===== config.mk =====
export PLATFORM = sky130hd
export DESIGN_NAME = quad_switch_fault_diag
export DESIGN_NICKNAME = d
export VERILOG_FILES = /design/src/verilog/switch_diag_pkg.sv /design/src/verilog/chan_thermal.sv /design/src/verilog/quad_switch_fault_diag.sv
export SDC_FILE = /design/constraint.sdc
export NUM_CORES = 1
export LEC_CHECK = 0
export BUFFER_PORTS_ARGS = -buffer_cell sky130_fd_sc_hd__buf_2
export CELL_PAD_IN_SITES_DETAIL_PLACEMENT = 1
export CELL_PAD_IN_SITES_GLOBAL_PLACEMENT = 1
export CORE_UTILIZATION = 37
export CTS_BUF_LIST = sky130_fd_sc_hd__clkbuf_8 sky130_fd_sc_hd__clkbuf_16
export DETAILED_ROUTE_END_ITERATION = 6
export HOLD_SLACK_MARGIN = 0.1
export PLACE_DENSITY_LB_ADDON = 0.1
export SETUP_SLACK_MARGIN = 0.4
export SYNTH_ARGS = -nofsm -noshare
export SYNTH_HDL_FRONTEND = slang
export SYNTH_SLANG_ARGS = --single-unit

===== constraint.sdc =====
create_clock -name CLK_IN -period 1.2 [get_ports CLK_IN]
set_input_delay 0.12 -clock CLK_IN [delete_from_list [all_inputs] [get_ports CLK_IN]]
set_output_delay 0.12 -clock CLK_IN [all_outputs]
set_load 0.02 [all_outputs]

===== src/verilog/switch_diag_pkg.sv =====
// Shared constants and types for the quad switch fault logic
package switch_diag_pkg;
  localparam int NUM_CH = 4;
  localparam int CLK_PERIOD_NS = 100;
  // Standby deglitch time in ns, plain default
  localparam int LOW_OFF_NS = 2000;
  // Least time, so round up to whole cycles
  localparam int LOW_OFF_CYC = (LOW_OFF_NS + CLK_PERIOD_NS - 1) / CLK_PERIOD_NS;
  localparam int CNT_W = 8;
  localparam logic [CNT_W-1:0] LOW_OFF_CNT = CNT_W'(LOW_OFF_CYC);
  localparam logic [CNT_W-1:0] CNT_RST = 8'h00;
  // Current limit figures: percent of external setting, internal in mA
  localparam logic [6:0] LIMIT_FULL_PCT = 7'h64;
  localparam logic [6:0] LIMIT_EXT_TSD_PCT = 7'h46;
  localparam logic [13:0] LIMIT_INT_MA = 14'h2AF8;
  localparam logic [13:0] LIMIT_INT_TSD_MA = 14'h1964;
  // Positions of the flag groups in the synchroniser vector
  localparam int GRP_CL = 0;
  localparam int GRP_OL = 1;
  localparam int GRP_HOT = 2;
  localparam int GRP_COOL = 3;
  localparam int GRP_CLR = 4;
  localparam int GRP_RISE = 5;
  localparam int GRP_RCOOL = 6;
  localparam int NUM_GRP = 7;
  // Thermal shutdown state of one channel
  typedef enum logic [1:0] {TH_OK, TH_OFF, TH_RETRY} therm_state_e;
endpackage


===== src/verilog/chan_thermal.sv =====
// Per-channel thermal shutdown and heat rise protection cell
`timescale 1ns/1ps
module chan_thermal (
  input  wire logic clk_in,     // System clock
  input  wire logic rst_in,     // Synchronous reset
  input  wire logic on_in,      // Channel enable
  input  wire logic policy_in,  // High latches off
  input  wire logic hot_in,     // Above overheat limit
  input  wire logic cool_in,    // Below limit minus hysteresis
  input  wire logic clr_in,     // Below clear level
  input  wire logic rise_in,    // Heat rise above limit
  input  wire logic rcool_in,   // Heat rise below limit minus hysteresis
  output logic      drive_out,  // Output stage on
  output logic      fault_out,  // Thermal fault flag
  output logic      reduced_out // Reduced current limit
);
  import switch_diag_pkg::*;

  typedef struct packed {
    therm_state_e state;
    logic         on_prev;
    logic         reduced;
    logic         rise_off;
  } cell_s;

  localparam cell_s CELL_RST = '{state: TH_OK, on_prev: 1'b0, reduced: 1'b0, rise_off: 1'b0};

  cell_s st_reg;
  cell_s st_next;
  logic  toggle;

  // Any enable edge counts as a toggle
  assign toggle = on_in != st_reg.on_prev;

  // Next state of the cell
  always_comb
  begin
    st_next = st_reg;
    st_next.on_prev = on_in;
    unique case (st_reg.state)
      TH_OFF:   if (!policy_in && cool_in) st_next.state = TH_RETRY;
      TH_RETRY: if (clr_in) st_next.state = TH_OK;
      TH_OK:    st_next.state = TH_OK;
      default:  st_next.state = TH_OK;
    endcase
    if (toggle)
      st_next.state = TH_OK;
    if (!on_in)
      st_next.reduced = 1'b0;
    if (on_in && hot_in)
    begin
      st_next.state = TH_OFF;
      st_next.reduced = 1'b1;
    end
    if (rcool_in || !on_in)
      st_next.rise_off = 1'b0;
    if (on_in && rise_in)
      st_next.rise_off = 1'b1;
  end

  // State register
  always_ff @(posedge clk_in)
  begin
    if (rst_in)
      st_reg <= CELL_RST;
    else
      st_reg <= st_next;
  end

  assign drive_out = on_in && st_reg.state != TH_OFF && !st_reg.rise_off;
  assign fault_out = st_reg.state != TH_OK || st_reg.rise_off;
  assign reduced_out = st_reg.reduced;
endmodule // chan_thermal


===== src/verilog/quad_switch_fault_diag.sv =====
// Fault detection, sense mux and thermal policy of a quad high-side switch
`timescale 1ns/1ps
module quad_switch_fault_diag (
  input  wire logic                                CLK_IN,            // System clock
  input  wire logic                                RST_IN,            // Synchronous reset
  input  wire logic                                DIAG_GATE_IN,      // Diagnostics gate
  input  wire logic [switch_diag_pkg::NUM_CH-1:0]  CHAN_ON_IN,        // Channel enables
  input  wire logic                                MUX_HIGH_BIT_IN,   // Sense mux high bit
  input  wire logic                                MUX_LOW_BIT_IN,    // Sense mux low bit
  input  wire logic                                OVERHEAT_POLICY_IN,// High latches off
  input  wire logic                                INT_LIMIT_IN,      // Internal limit in use
  input  wire logic [switch_diag_pkg::NUM_CH-1:0]  CUR_LIMIT_IN,      // Current limit hit
  input  wire logic [switch_diag_pkg::NUM_CH-1:0]  OPEN_LOAD_IN,      // Rail near supply
  input  wire logic [switch_diag_pkg::NUM_CH-1:0]  OVERHEAT_IN,       // Over overheat limit
  input  wire logic [switch_diag_pkg::NUM_CH-1:0]  OVERHEAT_COOL_IN,  // Below limit minus hyst
  input  wire logic [switch_diag_pkg::NUM_CH-1:0]  OVERHEAT_CLEAR_IN, // Below clear level
  input  wire logic [switch_diag_pkg::NUM_CH-1:0]  HEAT_RISE_IN,      // Heat rise over limit
  input  wire logic [switch_diag_pkg::NUM_CH-1:0]  HEAT_RISE_COOL_IN, // Heat rise below hyst
  output logic      [switch_diag_pkg::NUM_CH-1:0]  RAIL_DRIVE_OUT,    // Switched rail on
  output logic      [switch_diag_pkg::NUM_CH-1:0]  PROTECT_OUT,       // Protection active
  output logic      [switch_diag_pkg::NUM_CH-1:0]  LIMIT_REDUCED_OUT, // Reduced limit
  output logic      [switch_diag_pkg::NUM_CH-1:0]  CHAN_FAULT_OUT,    // Per-channel fault
  output logic                                     SENSE_OE_OUT,      // Sense driven
  output logic      [1:0]                          SENSE_CHAN_OUT,    // Routed channel
  output logic                                     SENSE_FAULT_OUT,   // Sense at fault level
  output logic                                     SENSE_LINEAR_OUT,  // Sense in linear region
  output logic                                     FAULT_LINE_OUT,    // Fault line level
  output logic                                     FAULT_OE_OUT,      // Fault line pulled low
  output logic      [6:0]                          LIMIT_PCT_OUT,     // Ext limit percent
  output logic      [13:0]                         LIMIT_MA_OUT,      // Int limit in mA
  output logic                                     STANDBY_OUT        // Standby mode
);
  import switch_diag_pkg::*;

  localparam int FLAG_W = NUM_GRP * NUM_CH;

  typedef struct packed {
    logic [FLAG_W-1:0] flag_s1;
    logic [FLAG_W-1:0] flag_s2;
    logic [CNT_W-1:0]  low_cnt;
    logic              standby;
    logic [NUM_CH-1:0] drive;
    logic [NUM_CH-1:0] protect;
    logic [NUM_CH-1:0] reduced;
    logic [NUM_CH-1:0] chfault;
    logic              sense_oe;
    logic [1:0]        sense_chan;
    logic              sense_fault;
    logic              sense_lin;
    logic              fault_oe;
    logic [6:0]        pct;
    logic [13:0]       ma;
  } top_s;

  localparam top_s TOP_RST = '{pct: LIMIT_FULL_PCT, ma: LIMIT_INT_MA, low_cnt: CNT_RST,
                               default: '0};

  // Pick one channel group out of the flag vector
  function automatic logic [NUM_CH-1:0] grp(input logic [FLAG_W-1:0] v, input int g);
    return v[g*NUM_CH +: NUM_CH];
  endfunction

  top_s              st_reg;
  top_s              st_next;
  logic [FLAG_W-1:0] raw_flags;
  logic [NUM_CH-1:0] cell_drive;
  logic [NUM_CH-1:0] cell_fault;
  logic [NUM_CH-1:0] cell_red;
  logic [NUM_CH-1:0] ch_fault;
  logic [1:0]        sel;
  logic              quiet;
  logic [NUM_CH-1:0] cl_f;    // Synced current limit flags
  logic [NUM_CH-1:0] hot_f;   // Synced overheat flags
  logic [NUM_CH-1:0] cool_f;  // Synced overheat cool flags
  logic [NUM_CH-1:0] clr_f;   // Synced overheat clear flags
  logic [NUM_CH-1:0] rise_f;  // Synced heat rise flags
  logic [NUM_CH-1:0] rcool_f; // Synced heat rise cool flags

  assign raw_flags = {HEAT_RISE_COOL_IN, HEAT_RISE_IN, OVERHEAT_CLEAR_IN, OVERHEAT_COOL_IN,
                      OVERHEAT_IN, OPEN_LOAD_IN, CUR_LIMIT_IN};
  assign sel = {MUX_HIGH_BIT_IN, MUX_LOW_BIT_IN};
  assign quiet = !DIAG_GATE_IN && CHAN_ON_IN == '0;

  // Synchronised flag groups split out per kind
  assign cl_f = grp(st_reg.flag_s2, GRP_CL);
  assign hot_f = grp(st_reg.flag_s2, GRP_HOT);
  assign cool_f = grp(st_reg.flag_s2, GRP_COOL);
  assign clr_f = grp(st_reg.flag_s2, GRP_CLR);
  assign rise_f = grp(st_reg.flag_s2, GRP_RISE);
  assign rcool_f = grp(st_reg.flag_s2, GRP_RCOOL);

  // Thermal cell per channel
  for (genvar i = 0; i < NUM_CH; i++)
  begin : g_cell
    chan_thermal u_cell (
      .clk_in      (CLK_IN),
      .rst_in      (RST_IN),
      .on_in       (CHAN_ON_IN[i]),
      .policy_in   (OVERHEAT_POLICY_IN),
      .hot_in      (hot_f[i]),
      .cool_in     (cool_f[i]),
      .clr_in      (clr_f[i]),
      .rise_in     (rise_f[i]),
      .rcool_in    (rcool_f[i]),
      .drive_out   (cell_drive[i]),
      .fault_out   (cell_fault[i]),
      .reduced_out (cell_red[i])
    );
  end

  // Per-channel fault from flags and thermal state
  always_comb
  begin
    ch_fault = (CHAN_ON_IN & cl_f)
             | (~CHAN_ON_IN & grp(st_reg.flag_s2, GRP_OL))
             | cell_fault;
  end

  // Next state of the top
  always_comb
  begin
    st_next = st_reg;
    st_next.flag_s1 = raw_flags;
    st_next.flag_s2 = st_reg.flag_s1;
    st_next.drive = cell_drive;
    st_next.protect = CHAN_ON_IN;
    st_next.reduced = cell_red;
    st_next.chfault = ch_fault;
    st_next.sense_oe = DIAG_GATE_IN;
    st_next.sense_chan = DIAG_GATE_IN ? sel : 2'h0;
    st_next.sense_fault = DIAG_GATE_IN && ch_fault[sel];
    st_next.sense_lin = DIAG_GATE_IN && !ch_fault[sel] && cell_drive[sel];
    st_next.fault_oe = DIAG_GATE_IN && |ch_fault;
    if (cell_red[sel])
    begin
      st_next.pct = INT_LIMIT_IN ? LIMIT_FULL_PCT : LIMIT_EXT_TSD_PCT;
      st_next.ma = LIMIT_INT_TSD_MA;
    end
    else
    begin
      st_next.pct = LIMIT_FULL_PCT;
      st_next.ma = LIMIT_INT_MA;
    end
    if (quiet)
    begin
      if (st_reg.low_cnt < LOW_OFF_CNT)
        st_next.low_cnt = st_reg.low_cnt + 8'h01;
    end
    else
      st_next.low_cnt = CNT_RST;
    st_next.standby = quiet && st_reg.low_cnt == LOW_OFF_CNT;
  end

  // State register
  always_ff @(posedge CLK_IN)
  begin
    if (RST_IN)
      st_reg <= TOP_RST;
    else
      st_reg <= st_next;
  end

  // Outputs straight from the state register, fault line data tied low
  assign RAIL_DRIVE_OUT = st_reg.drive;
  assign PROTECT_OUT = st_reg.protect;
  assign LIMIT_REDUCED_OUT = st_reg.reduced;
  assign CHAN_FAULT_OUT = st_reg.chfault;
  assign SENSE_OE_OUT = st_reg.sense_oe;
  assign SENSE_CHAN_OUT = st_reg.sense_chan;
  assign SENSE_FAULT_OUT = st_reg.sense_fault;
  assign SENSE_LINEAR_OUT = st_reg.sense_lin;
  assign FAULT_LINE_OUT = 1'b0;
  assign FAULT_OE_OUT = st_reg.fault_oe;
  assign LIMIT_PCT_OUT = st_reg.pct;
  assign LIMIT_MA_OUT = st_reg.ma;
  assign STANDBY_OUT = st_reg.standby;

  // Quiet run length seen by the checks
  logic [CNT_W-1:0] quiet_run;
  always_ff @(posedge CLK_IN)
  begin
    if (RST_IN)
      quiet_run <= CNT_RST;
    else if (!quiet)
      quiet_run <= CNT_RST;
    else if (quiet_run != 8'hFF)
      quiet_run <= quiet_run + 8'h01;
  end
endmodule // quad_switch_fault_diag


After elaboration in Yosys (flattened, before gate mapping)
Index checks and enable logic that the tools add are counted.
Storage, ports and cells
  flip-flop bits (word level): 128
  bits in latches: 0
  RAM bits: 0
  bits in read-only memories: 0
  memories: 0
Cells by class
  add/sub/neg operators: 1
  $mul: 0
  div/mod/pow operators: 0
  order comparisons: 2
  eq/ne operators: 37
  shifts and indexed selects: 0
  muxes and demuxes: 44
  bitwise operators: 8
  reduce and logical (&&, ||, !) cells: 70
Operators with widths (count)
  2-to-1 mux 1 bit: 27
  logical AND 1 bit: 26
  inequality test 2 x 1 -> 1 bit, second input constant: 12
  2-to-1 mux 2 bit: 8
  inequality test 4 x 1 -> 1 bit, second input constant: 4
  inequality test 4 x 2 -> 1 bit, second input constant: 4
  case mux 2 bit (2 select lines): 4
  AND reduction 2 bit: 8
  nonzero test 2 bit: 8
  2-to-1 mux 14 bit: 1
  OR reduction 3 bit: 4
  zero test 1 bit: 11
  adder 8 x 1 -> 8 bit, second input constant: 1
  bitwise AND 4 bit: 2
  == test 2 x 1 -> 1 bit, second input constant: 4
  == test 2 bit, second input constant: 4
  == test 8 x 5 -> 1 bit, second input constant: 1
  logical OR 1 bit: 8
  less-than comparator 8 x 5 -> 1 bit, second input constant: 1
  inequality test 2 bit, second input constant: 4
  bitwise OR 4 bit: 2
  binary-select mux 1 bit (select 2 bit): 3
  2-to-1 mux 6 bit: 1
  OR reduction 2 bit: 3
  other kinds (6): 11

Longest topological paths before layout
Gate-level depths: netlist of run 1.
  depth in word-level cells: 9
  mapped depth: 5

By module
A second synthesis of run 1 with hierarchy kept.
Second synthesis, totals
  cells, all modules: 382
  area, all modules: 3955.0 um^2
By module, submodules not included
  quad_switch_fault_diag: times used 1, cells each 274, area an instance 3019.1 um^2, sequential area each 1821.7 um^2
  chan_thermal: times used 4, cells each 27, area an instance 234.0 um^2, sequential area each 100.1 um^2

Least setup slack after synthesis of run 1
OpenSTA, ideal clock, no wires.
  kind: register -> register
  start: register st_reg[59] in the netlist's numbering
  end: register st_reg, in the netlist SENSE_FAULT_OUT
  data arrival time: 1055 ps
  data required time: 1083 ps
  setup slack: 29 ps
  cell stages (with the launch flop): 5
  clock period less this slack: 1171 ps
  path through: dfxtp_1 -> mux2_4 -> nor4_4 -> mux2i_1 -> a22o_1
On the way
  cells in the longest elaborated chain, start to end: 6
Ends and longest elaborated chain
  start: declaration: RTL line quad_switch_fault_diag.sv:63  | top_s st_reg;
  start signal: assignment: RTL line quad_switch_fault_diag.sv:160  | st_reg <= st_next;
  bitwise AND 4 bit: RTL line quad_switch_fault_diag.sv:115  | | (~CHAN_ON_IN & grp(st_reg.flag_s2, GRP_OL))
  bitwise OR 4 bit: RTL line quad_switch_fault_diag.sv:115
  bitwise OR 4 bit: RTL line quad_switch_fault_diag.sv:116  | | cell_fault;
  binary-select mux 1 bit (select 2 bit): RTL line quad_switch_fault_diag.sv:131  | st_next.sense_fault = DIAG_GATE_IN && ch_fault[sel];
  2-to-1 mux 1 bit (implied by the code): RTL line quad_switch_fault_diag.sv:131
  logical AND 1 bit: RTL line quad_switch_fault_diag.sv:131
Every way passes these cells. The select of a mux whose other input is x is not followed.
A chain may end at the register's enable or synchronous reset.

Final worst setup path of run 1
  start: register st_reg[57] in the netlist's numbering
  end: register st_reg, in the netlist SENSE_FAULT_OUT
The elaborated chain is that of the path after synthesis.

==> results_dict.tcl, run 1 <==
set metrics [dict create \
    yosys.cell_count.top_type "dfxtp_1" \
    crit_start "st_reg[57]" \
    clk_latency_ns 0.37 \
    hold_buffers 31 \
    arrival_ns 1.52 \
    worst_r2r_startpoint "st_reg[57]" \
    numPortBuffers 71 \
    finalInstanceArea_sq_um 5360 \
    track_usage_pct 16.34 \
    met1_usage_pct 19.24 \
    first_pass_iters 4 \
    setup_viol 2 \
    largest_reg_flops 28 \
    grt_pass1_vias 2655 \
    ir_drop_v 0.0007323 \
    final-hold-violation-count 0 \
    use_met2_pct 28.82 \
    clockBufferDepth 2 \
    met3_usage_pct 4.203 \
    cap_viol_max_count 0 \
    slew_viol_final 0 \
    yosysTopAreaCell "dfxtp_1" \
    drc 0 \
    placed_area_sq_um 4204 \
    num_vias 2637 \
    leakage_nw 2.262 \
    cp-start-kind "register" \
    finalWorstSetupSlack_ns -0.05520 \
    synth_commonest_cells "107 x dfxtp_1, 68 x nor2b_1, 40 x buf_4" \
    power.density_nw_per_um2 1343 \
    dp_hpwl_um 5062 \
    ys_types 34 \
    wl_um 8195 \
    avgSynthCellArea_sq_um 10.38 \
    initialDrtViolationCount 48 \
    routedWlPerCell_um 13.57 \
    crit_path_end_kind "register" \
    worstHoldStart "DIAG_GATE_IN" \
    synth_edf_count 0 \
    worstPathMaxFanout 2 \
    cts_tree "built" \
    grt_max_degree 39 \
    async_flop_share_pct 0 \
    period_minus_slack_ns 1.255 \
    hp-class "in2reg" \
    antennaDiodeCount 0 \
    violations "setup timing" \
    min_period_over_period_pct 104.6 \
    cp_slowest_stage_delay_ns 0.31 \
    fin_tns_setup_ns -0.05617 \
    die_area_sq_um 10620 \
    cp_num_buf_inv 0 \
    numCtsBuffers 9 \
    grt_pass1_wl_um 12870 \
    top_usage_layer "met2" \
    drive_above_1_share_pct 45.22 \
    rsz0062_at_grt "yes" \
    htree_levels 3 \
    path_delay_family "multiplexers" \
    fp.dieW_um 103.1 \
    routabilityCongestion 0.7713 \
    synth_area_leaders "dfxtp_1 57%, nor2b_1 11%, buf_4 7.9%" \
    synth-warning-count 0 \
    status "finished with violations" \
    crit_type "reg2reg" \
    dp.cells 544 \
    postRouteAntennaNets 0 \
    grt_antenna_before_repair 0 \
    cp.required_ns 1.47 \
    ys_seq_area_share_pct 56.67 \
    ys_seq_elements 107 \
    fin_worst_skew_ns 0.009283 \
    post-synth-top-area-fraction_pct 56.67 \
    cts_sinks 107 \
    area_delta_synth_final_pct 41.81 \
    syn_area_sq_um 3780 \
    fmaxAchievable_ghz 0.7967 \
    start_util_pct 38.49 \
    coreArea_sq_um 9819 \
    worstPathCellList "mux2_4, nor4_4, mux2i_1, a22o_1" \
    utilization_pct 54.59 \
    routed_via_density 4.366 \
    clock-root-buffer "clkbuf_8" \
    timing.hold.ws_ns 0.04529 \
    fillers 1065 \
    fin_cells 604 \
    dominantRegCellSynth "dfxtp_1" \
    fp-row-count 36 \
    overflow 0 \
    nets 507 \
    cp_slowest_cell "dfxtp_1" \
    synth_cells 364 \
    io_pins 84 \
    clkTransAtPathRegs_ns 0.10 \
    die_y_um 103.1 \
]
-- report_power, final --
part	switching, W	internal [W]	total, W
combinational	0.000374	0.000428	0.000802
clock	0.00119	0.00145	0.00264
sequential	0.0000686	0.00369	0.00376
total	0.00163	0.00557	0.00720
-- tightest hold or removal path, stage by stage --
cell and delay [ns]:
buf_2 0.14, nand2b_4 0.08, a41oi_2 0.03
-- final cells by class --
cell class | count | area, sq um | area share (%)
Multi-Input combinational cell | 200 | 1524 | 28.43
Tap cell | 133 | 166.4 | 3.105
Clock inverter | 6 | 111.4 | 2.078
Sequential cell | 107 | 2221 | 41.43
Clock buffer | 10 | 137.6 | 2.568
Inverter | 18 | 67.56 | 1.261
Timing Repair Buffer | 130 | 1132 | 21.13
-- path summary, 6_finish.rpt --
check,to,slack (ns),cells past startpoint
worst max-delay path,SENSE_FAULT_OUT,-0.06,4
worst min-delay path,FAULT_OE_OUT,0.05,3
worst min register to register,cl_f[0],0.45,1
worst max register to register,SENSE_FAULT_OUT,-0.06,4
-- layer usage --
metal  vias up  part of all wire, %
li1       1323                    -
met1      1234                   43
met2        71                   52
met3         9                  4.1
met4         0                  1.3
met5         -                    0
-- placed cells by master, fill, tap and decap left out, types with 3 or more instances in the layout --
master	synthesis	layout
conb_1	2	12
nand3_1	7	3
buf_2	2	37
nor3b_2	0	3
bufinv_16	0	3
buf_6	0	39
nand2_1	10	9
nor4_4	5	5
and3_1	4	4
nor2b_1	68	63
nand2b_1	5	3
a21oi_1	9	9
dfxtp_2	0	39
nor2_1	26	23
nor2b_4	0	4
inv_2	0	3
nand3_2	0	4
inv_1	18	16
nor3_1	11	6
a31oi_1	8	6
dlygate4sd3_1	0	31
a211oi_2	0	4
buf_4	40	20
dfxtp_1	107	60
nor3_4	0	4
mux2_4	4	4
clkbuf_8	0	10
dfxtp_4	0	8
-- kinds of logic (layout without fill, tap and decap cells) --
kind of cell               Yosys count  after routing  synth area share [%]
adders and majority gates            2              2                0.6619
other                                2             12                0.1987
buffers and inverters               67            164                 10.69
and+or+nand+nor                    148            148                 23.80
xor gates and xnor gates             3              3                0.6953
DFF                                107            107                 56.67
AOI/OAI and AO/OA                   28             28                 4.568
muxes                                7              7                 2.714
-- per-stage QoR --
| stage | setup WS (ns) | total power [W] |
|---|---|---|
| floorplan | 0.03197 | 0.004239 |
| global placement | -0.02386 | 0.004395 |
| detailed placement | -0.05757 | 0.004406 |
| CTS | -0.05733 | 0.007254 |
| global route | -0.1078 | 0.007494 |
| finish | -0.05520 | 0.007197 |
-- repair_timing --
item / 4_1_cts / 5_1_grt
resized for setup: 139 / 18
pin swaps: 17 / 6
setup endpoints to repair: 60 / 66
buffers inserted: 11 / 2
endpoints found under the hold margin: 35 / 2
(Power assumes the default switching activity.)
==> run 2: changes to the inputs <==
--- a/config.mk
+++ b/config.mk
@@ -5,15 +5,17 @@
 export SDC_FILE = /design/constraint.sdc
 export NUM_CORES = 1
 export LEC_CHECK = 0
+export ABC_AREA = 1
 export BUFFER_PORTS_ARGS = -buffer_cell sky130_fd_sc_hd__buf_2
 export CELL_PAD_IN_SITES_DETAIL_PLACEMENT = 1
 export CELL_PAD_IN_SITES_GLOBAL_PLACEMENT = 1
-export CORE_UTILIZATION = 37
+export CORE_UTILIZATION = 35
 export CTS_BUF_LIST = sky130_fd_sc_hd__clkbuf_8 sky130_fd_sc_hd__clkbuf_16
 export DETAILED_ROUTE_END_ITERATION = 6
 export HOLD_SLACK_MARGIN = 0.1
-export PLACE_DENSITY_LB_ADDON = 0.1
+export PLACE_DENSITY = 0.84
 export SETUP_SLACK_MARGIN = 0.4
+export SLEW_MARGIN = 15
 export SYNTH_ARGS = -nofsm -noshare
 export SYNTH_HDL_FRONTEND = slang
 export SYNTH_SLANG_ARGS = --single-unit
==> results_dict.tcl, run 2 <==
set metrics [dict create \
    synth_cells 483 \
    drc 0 \
    met3_usage_pct 4.802 \
    grt_max_degree 36 \
    crit_cells 8 \
    clkTransAtPathRegs_ns 0.11 \
    rrSetupSlack_ns 0.08 \
    hold_buffers 32 \
    ys_seq_elements 107 \
    power.density_nw_per_um2 1268 \
    post-synth-top-area-fraction_pct 55.57 \
    coreArea_sq_um 10510 \
    cp_slowest_cell "dfxtp_2" \
    routedWlPerCell_um 14.93 \
    wl_um 11000 \
    cp_slowest_stage_delay_ns 0.38 \
    synth_edf_count 0 \
    final_common_cell "nor2_1" \
    cts_tree "built" \
    io_pins 84 \
    hp-class "in2reg" \
    cpMostUsedCell "nand2_1" \
    avgSynthCellArea_sq_um 7.981 \
    crit_end "SENSE_LINEAR_OUT" \
    drive_above_1_share_pct 45.76 \
    fp.dieW_um 107.0 \
    routabilityCongestion 0.8342 \
    grt_pass1_wl_um 15420 \
    slew_viol_final 0 \
    async_flop_share_pct 0 \
    synth-warning-count 0 \
    yosys.cell_count.top_type "nor2_1" \
    min_period_over_period_pct 93.36 \
    final_cell_mix "94 x nor2_1, 72 x inv_1, 58 x dfxtp_1, 43 x buf_6, 42 x dfxtp_2" \
    first_pass_iters 4 \
    start_util_pct 36.68 \
    period_minus_slack_ns 1.120 \
    routed_via_density 4.358 \
    r2r_end "SENSE_LINEAR_OUT" \
    top_usage_layer "met2" \
    grt_pass1_vias 3293 \
    largest_reg_flops 28 \
    rsz0062_at_grt "yes" \
    dominantRegCellSynth "dfxtp_1" \
    leakage_nw 2.595 \
    postRouteAntennaNets 0 \
    crit_start "g_cell[0].u_cell.st_reg[4]" \
    numPortBuffers 71 \
    initialDrtViolationCount 114 \
    synth_commonest_cells "109 x nor2_1, 107 x dfxtp_1, 92 x inv_1" \
    worstPathMaxFanout 3 \
    met1_usage_pct 18.04 \
    fin_tns_setup_ns 0 \
    dp_hpwl_um 6018 \
    cp-start-kind "register" \
    crit_type "reg2reg" \
    arrival_ns 1.43 \
    syn_area_sq_um 3855 \
    path_delay_family "simple AND/OR/NAND/NOR gates" \
    num_vias 3212 \
    ys_seq_area_share_pct 55.57 \
    htree_levels 3 \
    totalPowerFinal_w 0.006990 \
    cp_num_buf_inv 1 \
    fin_worst_skew_ns 0.01083 \
    grt_antenna_before_repair 0 \
    status "finished clean" \
    worstPathCellList "inv_2, nand2_2, nand2_2, nand2_1, nand3_1, nand2_1, nand2_1, nor2_1" \
    final-hold-violation-count 0 \
    yosysTopAreaCell "dfxtp_1" \
    cts_sinks 107 \
    die_area_sq_um 11440 \
    clk_latency_ns 0.38 \
    cp.required_ns 1.51 \
    nets 637 \
    fp-row-count 37 \
    antennaDiodeCount 0 \
    r2r_cells 8 \
    worst_r2r_startpoint "g_cell[0].u_cell.st_reg[4]" \
    area_delta_synth_final_pct 42.94 \
    crit_path_end_kind "register" \
    use_met2_pct 35.39 \
    numCtsBuffers 9 \
    cap_viol_max_count 0 \
    ir_drop_v 0.0006554 \
    die_y_um 107.0 \
    clock-root-buffer "clkbuf_8" \
    ys_types 27 \
    track_usage_pct 17.85 \
    fillers 1216 \
    overflow 0 \
    clockBufferDepth 2 \
    synth_area_leaders "dfxtp_1 56%, nor2_1 11%, inv_1 9.0%" \
    fmaxAchievable_ghz 0.8926 \
    setup_viol 0 \
]
## run 2: area by class of cell
cell class | count | area (sq um) | area share [%]
clock buffer | 9 | 123.9 | 2.248
clock inverter | 7 | 81.33 | 1.476
inverter | 107 | 414.1 | 7.516
multi-input combinational | 231 | 1300 | 23.59
sequential | 107 | 2221 | 40.30
tap | 136 | 170.2 | 3.088
timing repair buffer | 140 | 1200 | 21.78
## run 2: how the worst min path moves through the flow
stage / startpoint / to / cells after the start
floorplan: INT_LIMIT_IN / LIMIT_PCT_OUT[1] / 1
global placement: INT_LIMIT_IN / LIMIT_PCT_OUT[1] / 2
detailed placement: INT_LIMIT_IN / LIMIT_PCT_OUT[1] / 2
CTS: CHAN_ON_IN[0] / PROTECT_OUT[0] / 3
global route: DIAG_GATE_IN / SENSE_OE_OUT / 3
finish: CHAN_ON_IN[0] / g_cell[0].u_cell.st_reg[3] / 3
## run 2: worst register-to-register path: cells and delay by family, from the launching register on
kind	cells	cell delay (ns)
buffers and inverters	1	0.09
and+or+nand+nor	7	0.59
DFF	1	0.38
## run 2: what timing repair did
action / 4_1_cts / 5_1_grt
hold endpoints to repair: 40 / 4
resized for setup: 153 / 67
setup endpoints to repair: 58 / 66
setup buffers: 20 / 13
pin swaps: 27 / 38
## run 2: logic make-up (layout without fill, tap and decap cells)
| group | count (synthesis) | in the layout | synth area share, % |
|---|---|---|---|
| other cells | 2 | 12 | 0.1948 |
| flops | 107 | 107 | 55.57 |
| xor+xnor | 2 | 2 | 0.4545 |
| buf+inv | 155 | 263 | 19.25 |
| fa+ha+maj | 2 | 2 | 0.6490 |
| compound gates | 28 | 28 | 4.154 |
| simple gates | 187 | 187 | 19.73 |
## run 2: stage by stage
stage	instance area, sq um	hold slack [ns]	worst slack [ns]	utilization [%]	cells
final	5510	0.07969	0.07972	52.43	737
after global routing	5510	0.07422	0.006025	52.43	737
after CTS	5207	0.05578	0.1677	49.55	724
after detailed placement	4136	0.3234	0.04927	39.36	656
after global placement	4136	0.3158	0.06879	39.36	656
after floorplan	3921	0.1921	0.2944	-	493
## run 2: routing by layer
| metal | share of wire, % | wire length (um) |
|---|---|---|
| met2 | 55 | 6034 |
| met4 | 2.5 | 278 |
| met3 | 4.5 | 494 |
| met1 | 38 | 4195 |
| met5 | 0 | 0 |
## run 2: power by group
part	internal [W]	switching, W	total (W)
Combinational	0.000418	0.000469	0.000887
Clock	0.00100	0.00132	0.00233
Sequential	0.00369	0.0000841	0.00378
Total	0.00511	0.00188	0.00699
